File: src/rtl/sssq_pkg.sv
// package of constants and types for the soft start mode sequencer
package sssq_pkg;
  // apb register byte offsets
  localparam logic [7:0] SSSQ_CFG_OFS = 8'h00;
  localparam logic [7:0] SSSQ_TIME_OFS = 8'h04;
  localparam logic [7:0] SSSQ_CUR_OFS = 8'h08;
  localparam logic [7:0] SSSQ_CTRL_OFS = 8'h0C;
  localparam logic [7:0] SSSQ_STAT_OFS = 8'h10;
  localparam logic [7:0] SSSQ_OUT_OFS = 8'h14;
  // cfg field positions
  localparam int SSSQ_CFG_METHOD_LSB = 0;
  localparam int SSSQ_CFG_VINIT_LSB = 8;
  localparam int SSSQ_CFG_DETECT_BIT = 16;
  localparam int SSSQ_CFG_STOP_LSB = 20;
  localparam int SSSQ_CFG_POINTS_LSB = 24;
  // cur field positions
  localparam int SSSQ_CUR_INIT_LSB = 0;
  localparam int SSSQ_CUR_FINAL_LSB = 10;
  localparam int SSSQ_CUR_FRAC_LSB = 20;
  // ranges and reset values
  localparam logic [2:0] SSSQ_METHOD_RST = 3'h1;
  localparam logic [6:0] SSSQ_VINIT_MIN = 7'h19;
  localparam logic [6:0] SSSQ_VINIT_MAX = 7'h5A;
  localparam logic [6:0] SSSQ_VINIT_RST = 7'h1E;
  localparam logic [6:0] SSSQ_VFULL = 7'h64;
  localparam logic [9:0] SSSQ_TIME_MIN = 10'h001;
  localparam logic [9:0] SSSQ_TIME_MAX = 10'h3E7;
  localparam logic [9:0] SSSQ_TIME_RST = 10'h014;
  localparam logic SSSQ_DETECT_RST = 1'b1;
  localparam logic [9:0] SSSQ_CUR_MIN = 10'h096;
  localparam logic [9:0] SSSQ_CUR_MAX = 10'h258;
  localparam logic [9:0] SSSQ_CINIT_RST = 10'h096;
  localparam logic [9:0] SSSQ_CFINAL_RST = 10'h12C;
  localparam logic [6:0] SSSQ_FRAC_MIN = 7'h01;
  localparam logic [6:0] SSSQ_FRAC_MAX = 7'h63;
  localparam logic [6:0] SSSQ_FRAC_RST = 7'h14;
  localparam logic [1:0] SSSQ_POINTS_RST = 2'h1;
  localparam logic [6:0] SSSQ_DETECT_PCT = 7'h5F;
  // timing: one second in clock cycles
  localparam longint SSSQ_CLK_HZ = 40000000;
  localparam int SSSQ_SEC_S = 1;
  localparam logic [25:0] SSSQ_SEC_CYC = 26'(SSSQ_CLK_HZ * SSSQ_SEC_S);

  typedef enum logic [2:0] {
    SSSQ_M_VRAMP = 3'b000, SSSQ_M_VRAMP_ILIM = 3'b001, SSSQ_M_ILIM = 3'b010,
    SSSQ_M_IRAMP = 3'b011, SSSQ_M_PUMP = 3'b100, SSSQ_M_TORQUE = 3'b101,
    SSSQ_M_DOL = 3'b110
  } sssq_method_e;

  typedef enum logic [1:0] {
    SSSQ_STOP_DIRECT = 2'b00, SSSQ_STOP_VRAMP = 2'b01,
    SSSQ_STOP_PUMP = 2'b10, SSSQ_STOP_TORQUE = 2'b11
  } sssq_stop_e;

  typedef enum logic [1:0] {
    SSSQ_S_STOPPED = 2'b00, SSSQ_S_STARTING = 2'b01,
    SSSQ_S_RUNNING = 2'b10, SSSQ_S_FAULT = 2'b11
  } sssq_state_e;
endpackage : sssq_pkg

File: src/rtl/sssq_tick_if.sv
// interface carrying the seconds tick and elapsed time
`timescale 1ns/10ps
interface sssq_tick_if;
  logic run;
  logic tick;
  logic [9:0] secs;
  modport timer (input run, output tick, output secs);
  modport user (output run, input tick, input secs);
endinterface : sssq_tick_if

File: src/rtl/sssq_timer.sv
// seconds timer for the start sequence
`timescale 1ns/10ps
module sssq_timer
  import sssq_pkg::*;
(
  // clock and reset
  input wire logic pclk,
  input wire logic presetn,
  // tick link
  sssq_tick_if.timer tk
);
  typedef struct packed {
    logic [25:0] pre;
    logic [9:0] secs;
    logic tick;
  } sssq_tmr_s;

  sssq_tmr_s q;
  sssq_tmr_s next_q;

  always_comb begin
    next_q = q;
    next_q.tick = 1'b0;
    if (!tk.run) begin
      next_q.pre = '0;
      next_q.secs = '0;
    end else if (q.pre == SSSQ_SEC_CYC - 26'd1) begin
      next_q.pre = '0;
      next_q.tick = 1'b1;
      // saturate so a long fault wait never wraps
      if (q.secs != 10'h3FF) begin
        next_q.secs = q.secs + 10'd1;
      end
    end else begin
      next_q.pre = q.pre + 26'd1;
    end
  end

  always_ff @(posedge pclk or negedge presetn) begin
    if (!presetn) begin
      q <= '0;
    end else begin
      q <= next_q;
    end
  end

  assign tk.tick = q.tick;
  assign tk.secs = q.secs;
endmodule : sssq_timer

File: src/rtl/sssq_sequencer.sv
// soft start mode sequencer with apb settings registers
`timescale 1ns/10ps
module sssq_sequencer
  import sssq_pkg::*;
(
  // apb slave
  input wire logic pclk,
  input wire logic presetn,
  input wire logic psel,
  input wire logic penable,
  input wire logic pwrite,
  input wire logic [7:0] paddr,
  input wire logic [31:0] pwdata,
  output logic [31:0] prdata,
  output logic pready,
  output logic pslverr,
  // measurements, percent of nominal (line/motor) and rated current
  input wire logic [6:0] measured_motor_voltage,
  input wire logic [6:0] measured_line_voltage,
  input wire logic [9:0] measured_current,
  input wire logic [9:0] measured_torque,
  // thyristor stage commands
  output logic [6:0] voltage_ref,
  output logic [9:0] current_limit_ref,
  output logic current_reg_en,
  output logic [9:0] torque_limit_ref,
  output logic torque_reg_en,
  output logic full_voltage,
  output logic locked_rotor_fault,
  output logic [1:0] stop_method
);
  typedef struct packed {
    logic [2:0] method;
    logic [6:0] vinit;
    logic [9:0] tmax;
    logic detect;
    logic [9:0] cinit;
    logic [9:0] cfinal;
    logic [6:0] frac;
    logic [1:0] points;
    logic [1:0] stop_sel;
    sssq_state_e st;
    logic limit_hit;
    logic [31:0] vacc;
    logic [6:0] vref;
    logic [9:0] iref;
    logic ireg;
    logic [9:0] tref;
    logic treg;
    logic full;
    logic fault;
    logic [31:0] rdata;
    logic ready;
    logic err;
  } sssq_state_s;

  sssq_state_s q;
  sssq_state_s next_q;
  sssq_tick_if tk();
  // the three-stage synchronisers for the measured voltages and current
  logic [6:0] vm_s1, vm_s2, vm_s3, vl_s1, vl_s2, vl_s3;
  logic [9:0] im_s1, im_s2, im_s3;
  logic [6:0] vm, vl;
  logic [9:0] im;

  sssq_timer u_timer (
    .pclk(pclk),
    .presetn(presetn),
    .tk(tk.timer)
  );

  always_ff @(posedge pclk or negedge presetn) begin
    if (!presetn) begin
      {vm_s1, vm_s2, vm_s3, vl_s1, vl_s2, vl_s3} <= '0;
      {im_s1, im_s2, im_s3, vm, vl, im} <= '0;
    end else begin
      {vm_s1, vm_s2, vm_s3} <= {measured_motor_voltage, vm_s1, vm_s2};
      {vl_s1, vl_s2, vl_s3} <= {measured_line_voltage, vl_s1, vl_s2};
      {im_s1, im_s2, im_s3} <= {measured_current, im_s1, im_s2};
      if (vm_s2 == vm_s3) vm <= vm_s3;
      if (vl_s2 == vl_s3) vl <= vl_s3;
      if (im_s2 == im_s3) im <= im_s3;
    end
  end

  logic stopped, wr, rd, ramp_mth, lim_mth;
  logic [9:0] ilim_tgt;
  logic [16:0] frac_secs;
  logic [31:0] vstep;
  logic [13:0] vm100, vl95;
  logic [9:0] tq_lo, tq_hi, tq_mid;

  // torque points are fixed percentages; their tuning is outside this block
  localparam logic [9:0] SSSQ_TQ_INIT = 10'h01E;
  localparam logic [9:0] SSSQ_TQ_END = 10'h06E;
  localparam logic [9:0] SSSQ_TQ_MIN = 10'h01B;

  function automatic logic stop_ok(input logic [2:0] m, input logic [1:0] s);
    case (s)
      SSSQ_STOP_DIRECT: stop_ok = 1'b1;
      SSSQ_STOP_VRAMP: stop_ok = (m <= SSSQ_M_IRAMP);
      SSSQ_STOP_PUMP: stop_ok = (m == SSSQ_M_PUMP);
      SSSQ_STOP_TORQUE: stop_ok = (m == SSSQ_M_TORQUE);
      default: stop_ok = 1'b0;
    endcase
  endfunction : stop_ok

  assign tk.run = (q.st == SSSQ_S_STARTING);

  always_comb begin
    next_q = q;
    stopped = (q.st == SSSQ_S_STOPPED) || (q.st == SSSQ_S_FAULT);
    wr = psel && penable && pwrite && q.ready;
    rd = psel && !penable;
    ramp_mth = (q.method == SSSQ_M_VRAMP) || (q.method == SSSQ_M_PUMP);
    lim_mth = (q.method == SSSQ_M_VRAMP_ILIM) || (q.method == SSSQ_M_ILIM) ||
              (q.method == SSSQ_M_IRAMP) || (q.method == SSSQ_M_TORQUE);
    frac_secs = 17'((q.tmax * q.frac) / 7'd100);
    // ramp increment per second in 24-bit fraction of one percent
    vstep = 32'((32'(SSSQ_VFULL - q.vinit) << 24) / 32'(q.tmax));
    vm100 = 14'(vm) * 14'd100;
    vl95 = 14'(vl) * 14'(SSSQ_DETECT_PCT);
    ilim_tgt = q.cfinal;
    if (q.method == SSSQ_M_IRAMP && 17'(tk.secs) < frac_secs) begin
      ilim_tgt = q.cinit;
    end
    tq_lo = SSSQ_TQ_INIT;
    tq_hi = SSSQ_TQ_END;
    tq_mid = SSSQ_TQ_MIN;
    // apb answers one cycle into access; a write lands on the edge that samples pready
    next_q.ready = psel && penable && !q.ready;
    next_q.err = 1'b0;
    if (rd) begin
      case (paddr)
        SSSQ_CFG_OFS: next_q.rdata = {6'h0, q.points, 2'h0, q.stop_sel, 3'h0,
                                      q.detect, 1'b0, q.vinit, 5'h0, q.method};
        SSSQ_TIME_OFS: next_q.rdata = {22'h0, q.tmax};
        SSSQ_CUR_OFS: next_q.rdata = {5'h0, q.frac, q.cfinal, q.cinit};
        SSSQ_CTRL_OFS: next_q.rdata = '0;
        SSSQ_STAT_OFS: next_q.rdata = {14'h0, tk.secs, 4'h0, q.limit_hit,
                                       q.fault, 2'(q.st)};
        SSSQ_OUT_OFS: next_q.rdata = {5'h0, q.tref, q.iref, q.vref};
        default: next_q.rdata = '0;
      endcase
    end
    if (psel && penable && !q.ready) begin
      next_q.err = !(paddr inside {SSSQ_CFG_OFS, SSSQ_TIME_OFS, SSSQ_CUR_OFS,
                                   SSSQ_CTRL_OFS, SSSQ_STAT_OFS, SSSQ_OUT_OFS});
    end
    // settings take effect only while stopped or in fault; out of range values ignored
    if (wr && stopped) begin
      case (paddr)
        SSSQ_CFG_OFS: begin
          if (pwdata[SSSQ_CFG_METHOD_LSB +: 3] <= SSSQ_M_DOL) begin
            next_q.method = pwdata[SSSQ_CFG_METHOD_LSB +: 3];
          end
          if (pwdata[SSSQ_CFG_VINIT_LSB +: 7] >= SSSQ_VINIT_MIN &&
              pwdata[SSSQ_CFG_VINIT_LSB +: 7] <= SSSQ_VINIT_MAX) begin
            next_q.vinit = pwdata[SSSQ_CFG_VINIT_LSB +: 7];
          end
          next_q.detect = pwdata[SSSQ_CFG_DETECT_BIT];
          next_q.stop_sel = pwdata[SSSQ_CFG_STOP_LSB +: 2];
          if (pwdata[SSSQ_CFG_POINTS_LSB +: 2] != 2'd0) begin
            next_q.points = pwdata[SSSQ_CFG_POINTS_LSB +: 2];
          end
        end
        SSSQ_TIME_OFS: begin
          if (pwdata[9:0] >= SSSQ_TIME_MIN && pwdata[9:0] <= SSSQ_TIME_MAX) begin
            next_q.tmax = pwdata[9:0];
          end
        end
        SSSQ_CUR_OFS: begin
          if (pwdata[SSSQ_CUR_INIT_LSB +: 10] inside {[SSSQ_CUR_MIN:SSSQ_CUR_MAX]}) begin
            next_q.cinit = pwdata[SSSQ_CUR_INIT_LSB +: 10];
          end
          if (pwdata[SSSQ_CUR_FINAL_LSB +: 10] inside {[SSSQ_CUR_MIN:SSSQ_CUR_MAX]}) begin
            next_q.cfinal = pwdata[SSSQ_CUR_FINAL_LSB +: 10];
          end
          if (pwdata[SSSQ_CUR_FRAC_LSB +: 7] inside {[SSSQ_FRAC_MIN:SSSQ_FRAC_MAX]}) begin
            next_q.frac = pwdata[SSSQ_CUR_FRAC_LSB +: 7];
          end
        end
        default: begin
        end
      endcase
    end
    // a stop selection that the method does not allow falls back to direct
    if (!stop_ok(next_q.method, next_q.stop_sel)) begin
      next_q.stop_sel = SSSQ_STOP_DIRECT;
    end
    case (q.st)
      SSSQ_S_STOPPED, SSSQ_S_FAULT: begin
        next_q.full = 1'b0;
        next_q.ireg = 1'b0;
        next_q.treg = 1'b0;
        next_q.vref = '0;
        if (wr && paddr == SSSQ_CTRL_OFS && pwdata[0]) begin
          next_q.st = SSSQ_S_STARTING;
          next_q.fault = 1'b0;
          next_q.limit_hit = 1'b0;
          next_q.vacc = {1'b0, q.vinit, 24'h0};
          next_q.vref = q.vinit;
          if (q.method == SSSQ_M_DOL) begin
            next_q.vref = SSSQ_VFULL;
            next_q.full = 1'b1;
            next_q.st = SSSQ_S_RUNNING;
          end
        end
      end
      SSSQ_S_STARTING: begin
        if (ramp_mth && tk.tick) begin
          next_q.vacc = q.vacc + vstep;
        end
        next_q.vref = (q.vacc[30:24] > SSSQ_VFULL) ? SSSQ_VFULL : q.vacc[30:24];
        next_q.iref = ilim_tgt;
        next_q.ireg = 1'b0;
        next_q.treg = 1'b0;
        case (q.method)
          SSSQ_M_VRAMP_ILIM: begin
            if (im >= q.cfinal) next_q.limit_hit = 1'b1;
            next_q.ireg = q.limit_hit || im >= q.cfinal;
          end
          SSSQ_M_ILIM, SSSQ_M_IRAMP: begin
            next_q.ireg = 1'b1;
            if (im >= ilim_tgt) next_q.limit_hit = 1'b1;
          end
          SSSQ_M_TORQUE: begin
            next_q.treg = 1'b1;
            case (q.points)
              2'd2: next_q.tref = 10'(tq_lo + 10'(
                                  (20'(tq_hi - tq_lo) * 20'(tk.secs)) / 20'(q.tmax)));
              2'd3: next_q.tref = (17'(tk.secs) < frac_secs) ? tq_lo :
                                  (17'(tk.secs) < 17'(q.tmax) - 17'd1) ? tq_mid : tq_hi;
              default: next_q.tref = tq_lo;
            endcase
          end
          default: begin
          end
        endcase
        // current-regulated methods may pull the initial voltage down to stay in limit
        if (next_q.ireg && im > ilim_tgt && q.vref > 7'd0) begin
          next_q.vref = q.vref - 7'd1;
          next_q.vacc = {1'b0, q.vref - 7'd1, 24'h0};
        end
        if (q.method == SSSQ_M_VRAMP && q.detect && vm100 >= vl95 && vl != 7'd0) begin
          next_q.full = 1'b1;
          next_q.vref = SSSQ_VFULL;
          next_q.st = SSSQ_S_RUNNING;
        end else if (tk.secs >= q.tmax) begin
          if (lim_mth) begin
            next_q.fault = 1'b1;
            next_q.st = SSSQ_S_FAULT;
          end else begin
            next_q.full = 1'b1;
            next_q.vref = SSSQ_VFULL;
            next_q.st = SSSQ_S_RUNNING;
          end
        end else if (lim_mth && q.detect && vm100 >= vl95 && vl != 7'd0) begin
          next_q.full = 1'b1;
          next_q.vref = SSSQ_VFULL;
          next_q.st = SSSQ_S_RUNNING;
        end
      end
      SSSQ_S_RUNNING: begin
        next_q.ireg = 1'b0;
        next_q.treg = 1'b0;
        next_q.vref = SSSQ_VFULL;
        next_q.full = 1'b1;
      end
      default: next_q.st = SSSQ_S_STOPPED;
    endcase
    if (wr && paddr == SSSQ_CTRL_OFS && pwdata[1]) begin
      next_q.st = SSSQ_S_STOPPED;
      next_q.full = 1'b0;
    end
  end

  always_ff @(posedge pclk or negedge presetn) begin
    if (!presetn) begin
      q <= '0;
      q.method <= SSSQ_METHOD_RST;
      q.vinit <= SSSQ_VINIT_RST;
      q.tmax <= SSSQ_TIME_RST;
      q.detect <= SSSQ_DETECT_RST;
      q.cinit <= SSSQ_CINIT_RST;
      q.cfinal <= SSSQ_CFINAL_RST;
      q.frac <= SSSQ_FRAC_RST;
      q.points <= SSSQ_POINTS_RST;
      q.st <= SSSQ_S_STOPPED;
    end else begin
      q <= next_q;
    end
  end

  assign prdata = q.rdata;
  assign pready = q.ready;
  assign pslverr = q.err;
  assign voltage_ref = q.vref;
  assign current_limit_ref = q.iref;
  assign current_reg_en = q.ireg;
  assign torque_limit_ref = q.tref;
  assign torque_reg_en = q.treg;
  assign full_voltage = q.full;
  assign locked_rotor_fault = q.fault;
  assign stop_method = q.stop_sel;
endmodule : sssq_sequencer

File: config.mk
export PLATFORM = sky130hd
export DESIGN_NAME = sssq_sequencer
export DESIGN_NICKNAME = d
export VERILOG_FILES = /design/src/rtl/sssq_pkg.sv /design/src/rtl/sssq_tick_if.sv /design/src/rtl/sssq_timer.sv /design/src/rtl/sssq_sequencer.sv
export SDC_FILE = /design/constraint.sdc
export NUM_CORES = 2
export LEC_CHECK = 0
export ABC_AREA = 1
export BUFFER_PORTS_ARGS = -buffer_cell sky130_fd_sc_hd__buf_2
export CORE_MARGIN = 3
export CORE_UTILIZATION = 55
export CTS_BUF_LIST = sky130_fd_sc_hd__clkbuf_8
export CTS_CLUSTER_SIZE = 40
export DETAILED_ROUTE_END_ITERATION = 8
export PLACE_DENSITY = 0.75
export SLEW_MARGIN = 20
export SYNTH_ARGS = -nofsm -noshare
export SYNTH_HDL_FRONTEND = slang
export SYNTH_SLANG_ARGS = --single-unit
File: constraint.sdc
create_clock -name pclk -period 63.7 [get_ports pclk]
set_input_delay 19.11 -clock pclk [delete_from_list [all_inputs] [get_ports pclk]]
set_output_delay 19.11 -clock pclk [all_outputs]
set_load 0.05 [all_outputs]
==> reports/results.txt <==
After technology mapping, the gate count stands at 8,368. From left edge to right edge, the die measures 320.9 um. The synthesized netlist occupies a cell area of 54,540 um^2. Buffering stage count on the worst path with inverters included: 68.

The run finished with clean final reports. The tools report the global-route met2 utilization as 52.26%. The sequential share of the synthesized area is 12.84%. The later pin in the worst-skew pair is clocked with a latency of 0.66 ns.

The share of async-settable or async-resettable flops after synthesis is 100.0%. The master of the slowest instance on the critical path was sky130_fd_sc_hd__dfstp_2. Along the worst path, the maximum fanout reaches 15. The tools report the root buffer cell as sky130_fd_sc_hd__clkbuf_8. Setup violations remaining at the end of the flow were counted as 0. The DRC violation total after the first TritonRoute iteration is 4,182.

For this block, the via count after detailed routing is 55,928. Start of the worst register-to-register path: q[143]. In this run the worst hold path is classified as register to register. The longest clock path from root to sink contains 3 buffers. The register with the most flip-flops was q.

The most critical setup path has its startpoint at q[143]. For the final database, setup skew stands at 0.04744 ns. The clock tree synthesis step divided the H-tree into 2 levels.

Dividing the detail-routed wire length by the instance count gives 16.36 um. The kind of cell with the highest combined delay along the critical path is simple AND/OR/NAND/NOR gates. The worst setup path is captured at a register. The growth of design area from synthesis to finish is 9.917%, and the number of nets in the layout is 9,400. The logs give 64.22 ns for the required time at the endpoint of the critical path and 0 for the hold violation total from the final report.

Data arrives at the worst endpoint at 60.27 ns. The logs give 16.74 MHz for the upper clock frequency limit and 1 for the initial antenna violation count. Counting flops with a built-in enable in the synthesized netlist gives 0. The area of the core region was 97,560 um^2; the share of the clock period used by the worst path after layout was 93.79%. The number of port buffers is 125.

After detailed routing, the total wire length is 162.9 mm. The global route total overflow is 0. Counting distinct cell types in the post-synthesis netlist gives 98. The final worst-path setup slack is 3.959 ns, and the number of slew-limit violations in the final report is 0.

The logs give 30.17% for the total routing usage reported by global routing and 0.9630 for the weighted congestion reported at the end of routability-driven placement. The layer flagged by global routing as most heavily used is met2. After clock tree synthesis, the clock-pin slew on the worst setup and hold paths is 0.06 ns. Max capacitance violation total: 0. For this run, the leading register cell type out of synthesis is sky130_fd_sc_hd__dfrtp_1.

The run gives 0 as the number of warnings printed during yosys synthesis. The number of clock buffers added by TritonCTS is 49. The final critical-path required period is 59.74 ns, and the fraction of layout instances using a drive strength above 1 is 17.27%. The flip-flop count of the largest register after layout is 84. At the pin with the least slew margin, the transition time is 1.036 ns. In this run, synthesis produced a sequential element count of 279. The die area was 103,000 um^2.

For this design the top-level I/O count stands at 146. In this run the remaining antenna-violating nets after routing total 0. The clock drives 279 sinks. The logs give 114 for the number of rows in the core area and 259.7 mm for the wire length of the first global-routing pass. In this run the tightest slew margin relative to its limit is 30.65%. The run gives 2.863% as the met3 demand-to-capacity share in global routing.

The launch point of the worst hold path was vm_s1[3]. Nature of the critical path startpoint: a register. Entering global routing, the biggest net connects 173 pins.

The first-pass iteration count of the detailed router was 7. In this run the vertical extent of the chip is 320.9 um. Timing analysis after detailed placement gives a worst setup slack of -1.418 ns. Once the floorplan was initialized, standard cells occupied 55.91% of the core. Commonest non-fill, non-tap cell in the layout: sky130_fd_sc_hd__nand2_1. TritonCTS built the clock tree. The critical path in this run is classified as register to register.

Global routing used 38.99% of the available met1 tracks. For the via count of the first global-routing pass, the log shows 52,117. Detailed placement finished with a half-perimeter wire length of 128.2 mm. Averaged over all synthesized cells, the footprint is 6.518 um^2.

Among the stages of the critical path, the cell type that occurs most often is sky130_fd_sc_hd__nand2_1. The highest cell delay on the worst timing path was 0.56 ns; the detailed-route vias per instance was 5.618. After detailed routing, the number of remaining DRC violations is 0. Leaving out fill and tap cells, the most frequent cells in the layout are sky130_fd_sc_hd__nand2_1 (1,841), sky130_fd_sc_hd__inv_1 (1,117), sky130_fd_sc_hd__nor2_1 (724).
-- layout make-up --
type                            count  area (um^2)
Multi-Input combinational cell   6637        42360
Fill cell                        9171        37610
Sequential cell                   279         7007
Inverter                         1251         4891
Timing Repair Buffer              416         2924
Tap cell                         1276         1597
Clock buffer                       60        825.8
Clock inverter                     31        317.8
Timing Repair inverter              4        28.78
Antenna cell                        1        2.502
-- final timing paths --
| kind | endpoint | slack [ns] | cells after the start |
|---|---|---|---|
| min reg2reg | vm_s2[3] | 0.34 | 0 |
| max | q[95] | 3.96 | 441 |
| min in group asynchronous | vm_s1[5] | 18.54 | 1 |
| max in group asynchronous | q[132] | 43.63 | 2 |
| min | vm_s2[3] | 0.34 | 0 |
| max reg2reg | q[95] | 3.96 | 441 |
-- Yosys cell counts (all sizes together), types with 84 or more instances --
cell type  count  share of area (%)
a21oi        449                4.2
nand2       2117                 16
xnor2        202                3.3
ha           620                 14
nand4        160                2.0
dfrtp        260                 12
nor3         113                1.1
nand3        553                6.5
o21ai        689                6.7
nor2         876                7.3
buf          125                2.1
inv         1200                8.4
xor2         284                4.6
clkbuf        84               0.61
-- stage by stage --
stage / hold slack [ns] / TNS [ns] / area, um^2 / cells / utilization [%]
floorplan: 0.3312 / 0 / 54620 / 8374 / -
global placement: 0.3329 / -0.5875 / 56930 / 9769 / 58.36
detailed placement: 0.3347 / -8.383 / 56940 / 9769 / 58.36
CTS: 0.3457 / 0 / 58170 / 9861 / 59.63
global route: 0.3400 / -3.612 / 59950 / 9955 / 61.45
finish: 0.3445 / 0 / 59950 / 9955 / 61.45
-- cells by family (layout without fill, tap and decap cells) --
kind of cell    count (synthesis)  after routing  share of synthesized area [%]
compound gates               1478           1478                          15.67
mux                            22             22                         0.4358
flops                         279            279                          12.84
xor+xnor                      486            486                          7.859
fa+ha+maj                     683            683                          16.53
other cells                     1              8                       0.006875
buf+inv                      1461           1762                          11.66
simple gates                 3958           3961                          34.99
-- metal layers --
metal | vias to the layer above | wire, um
met5 | - | 0
met4 | 0 | 6712
met3 | 365 | 9785
met2 | 1791 | 76210
met1 | 25782 | 70170
li1 | 27990 | -
-- repair_timing --
action | in CTS | in global routing
setup endpoints to repair | 12 | 31
buffers inserted | 1 | 86
hold buffers | 0 | 0
pin swaps | 4 | 116
cloned | 0 | 7
resized for setup | 35 | 318
Power is left out: the tool's default activity adds up to more than one toggle a clock period on the data nets, which glitch-free logic cannot reach.
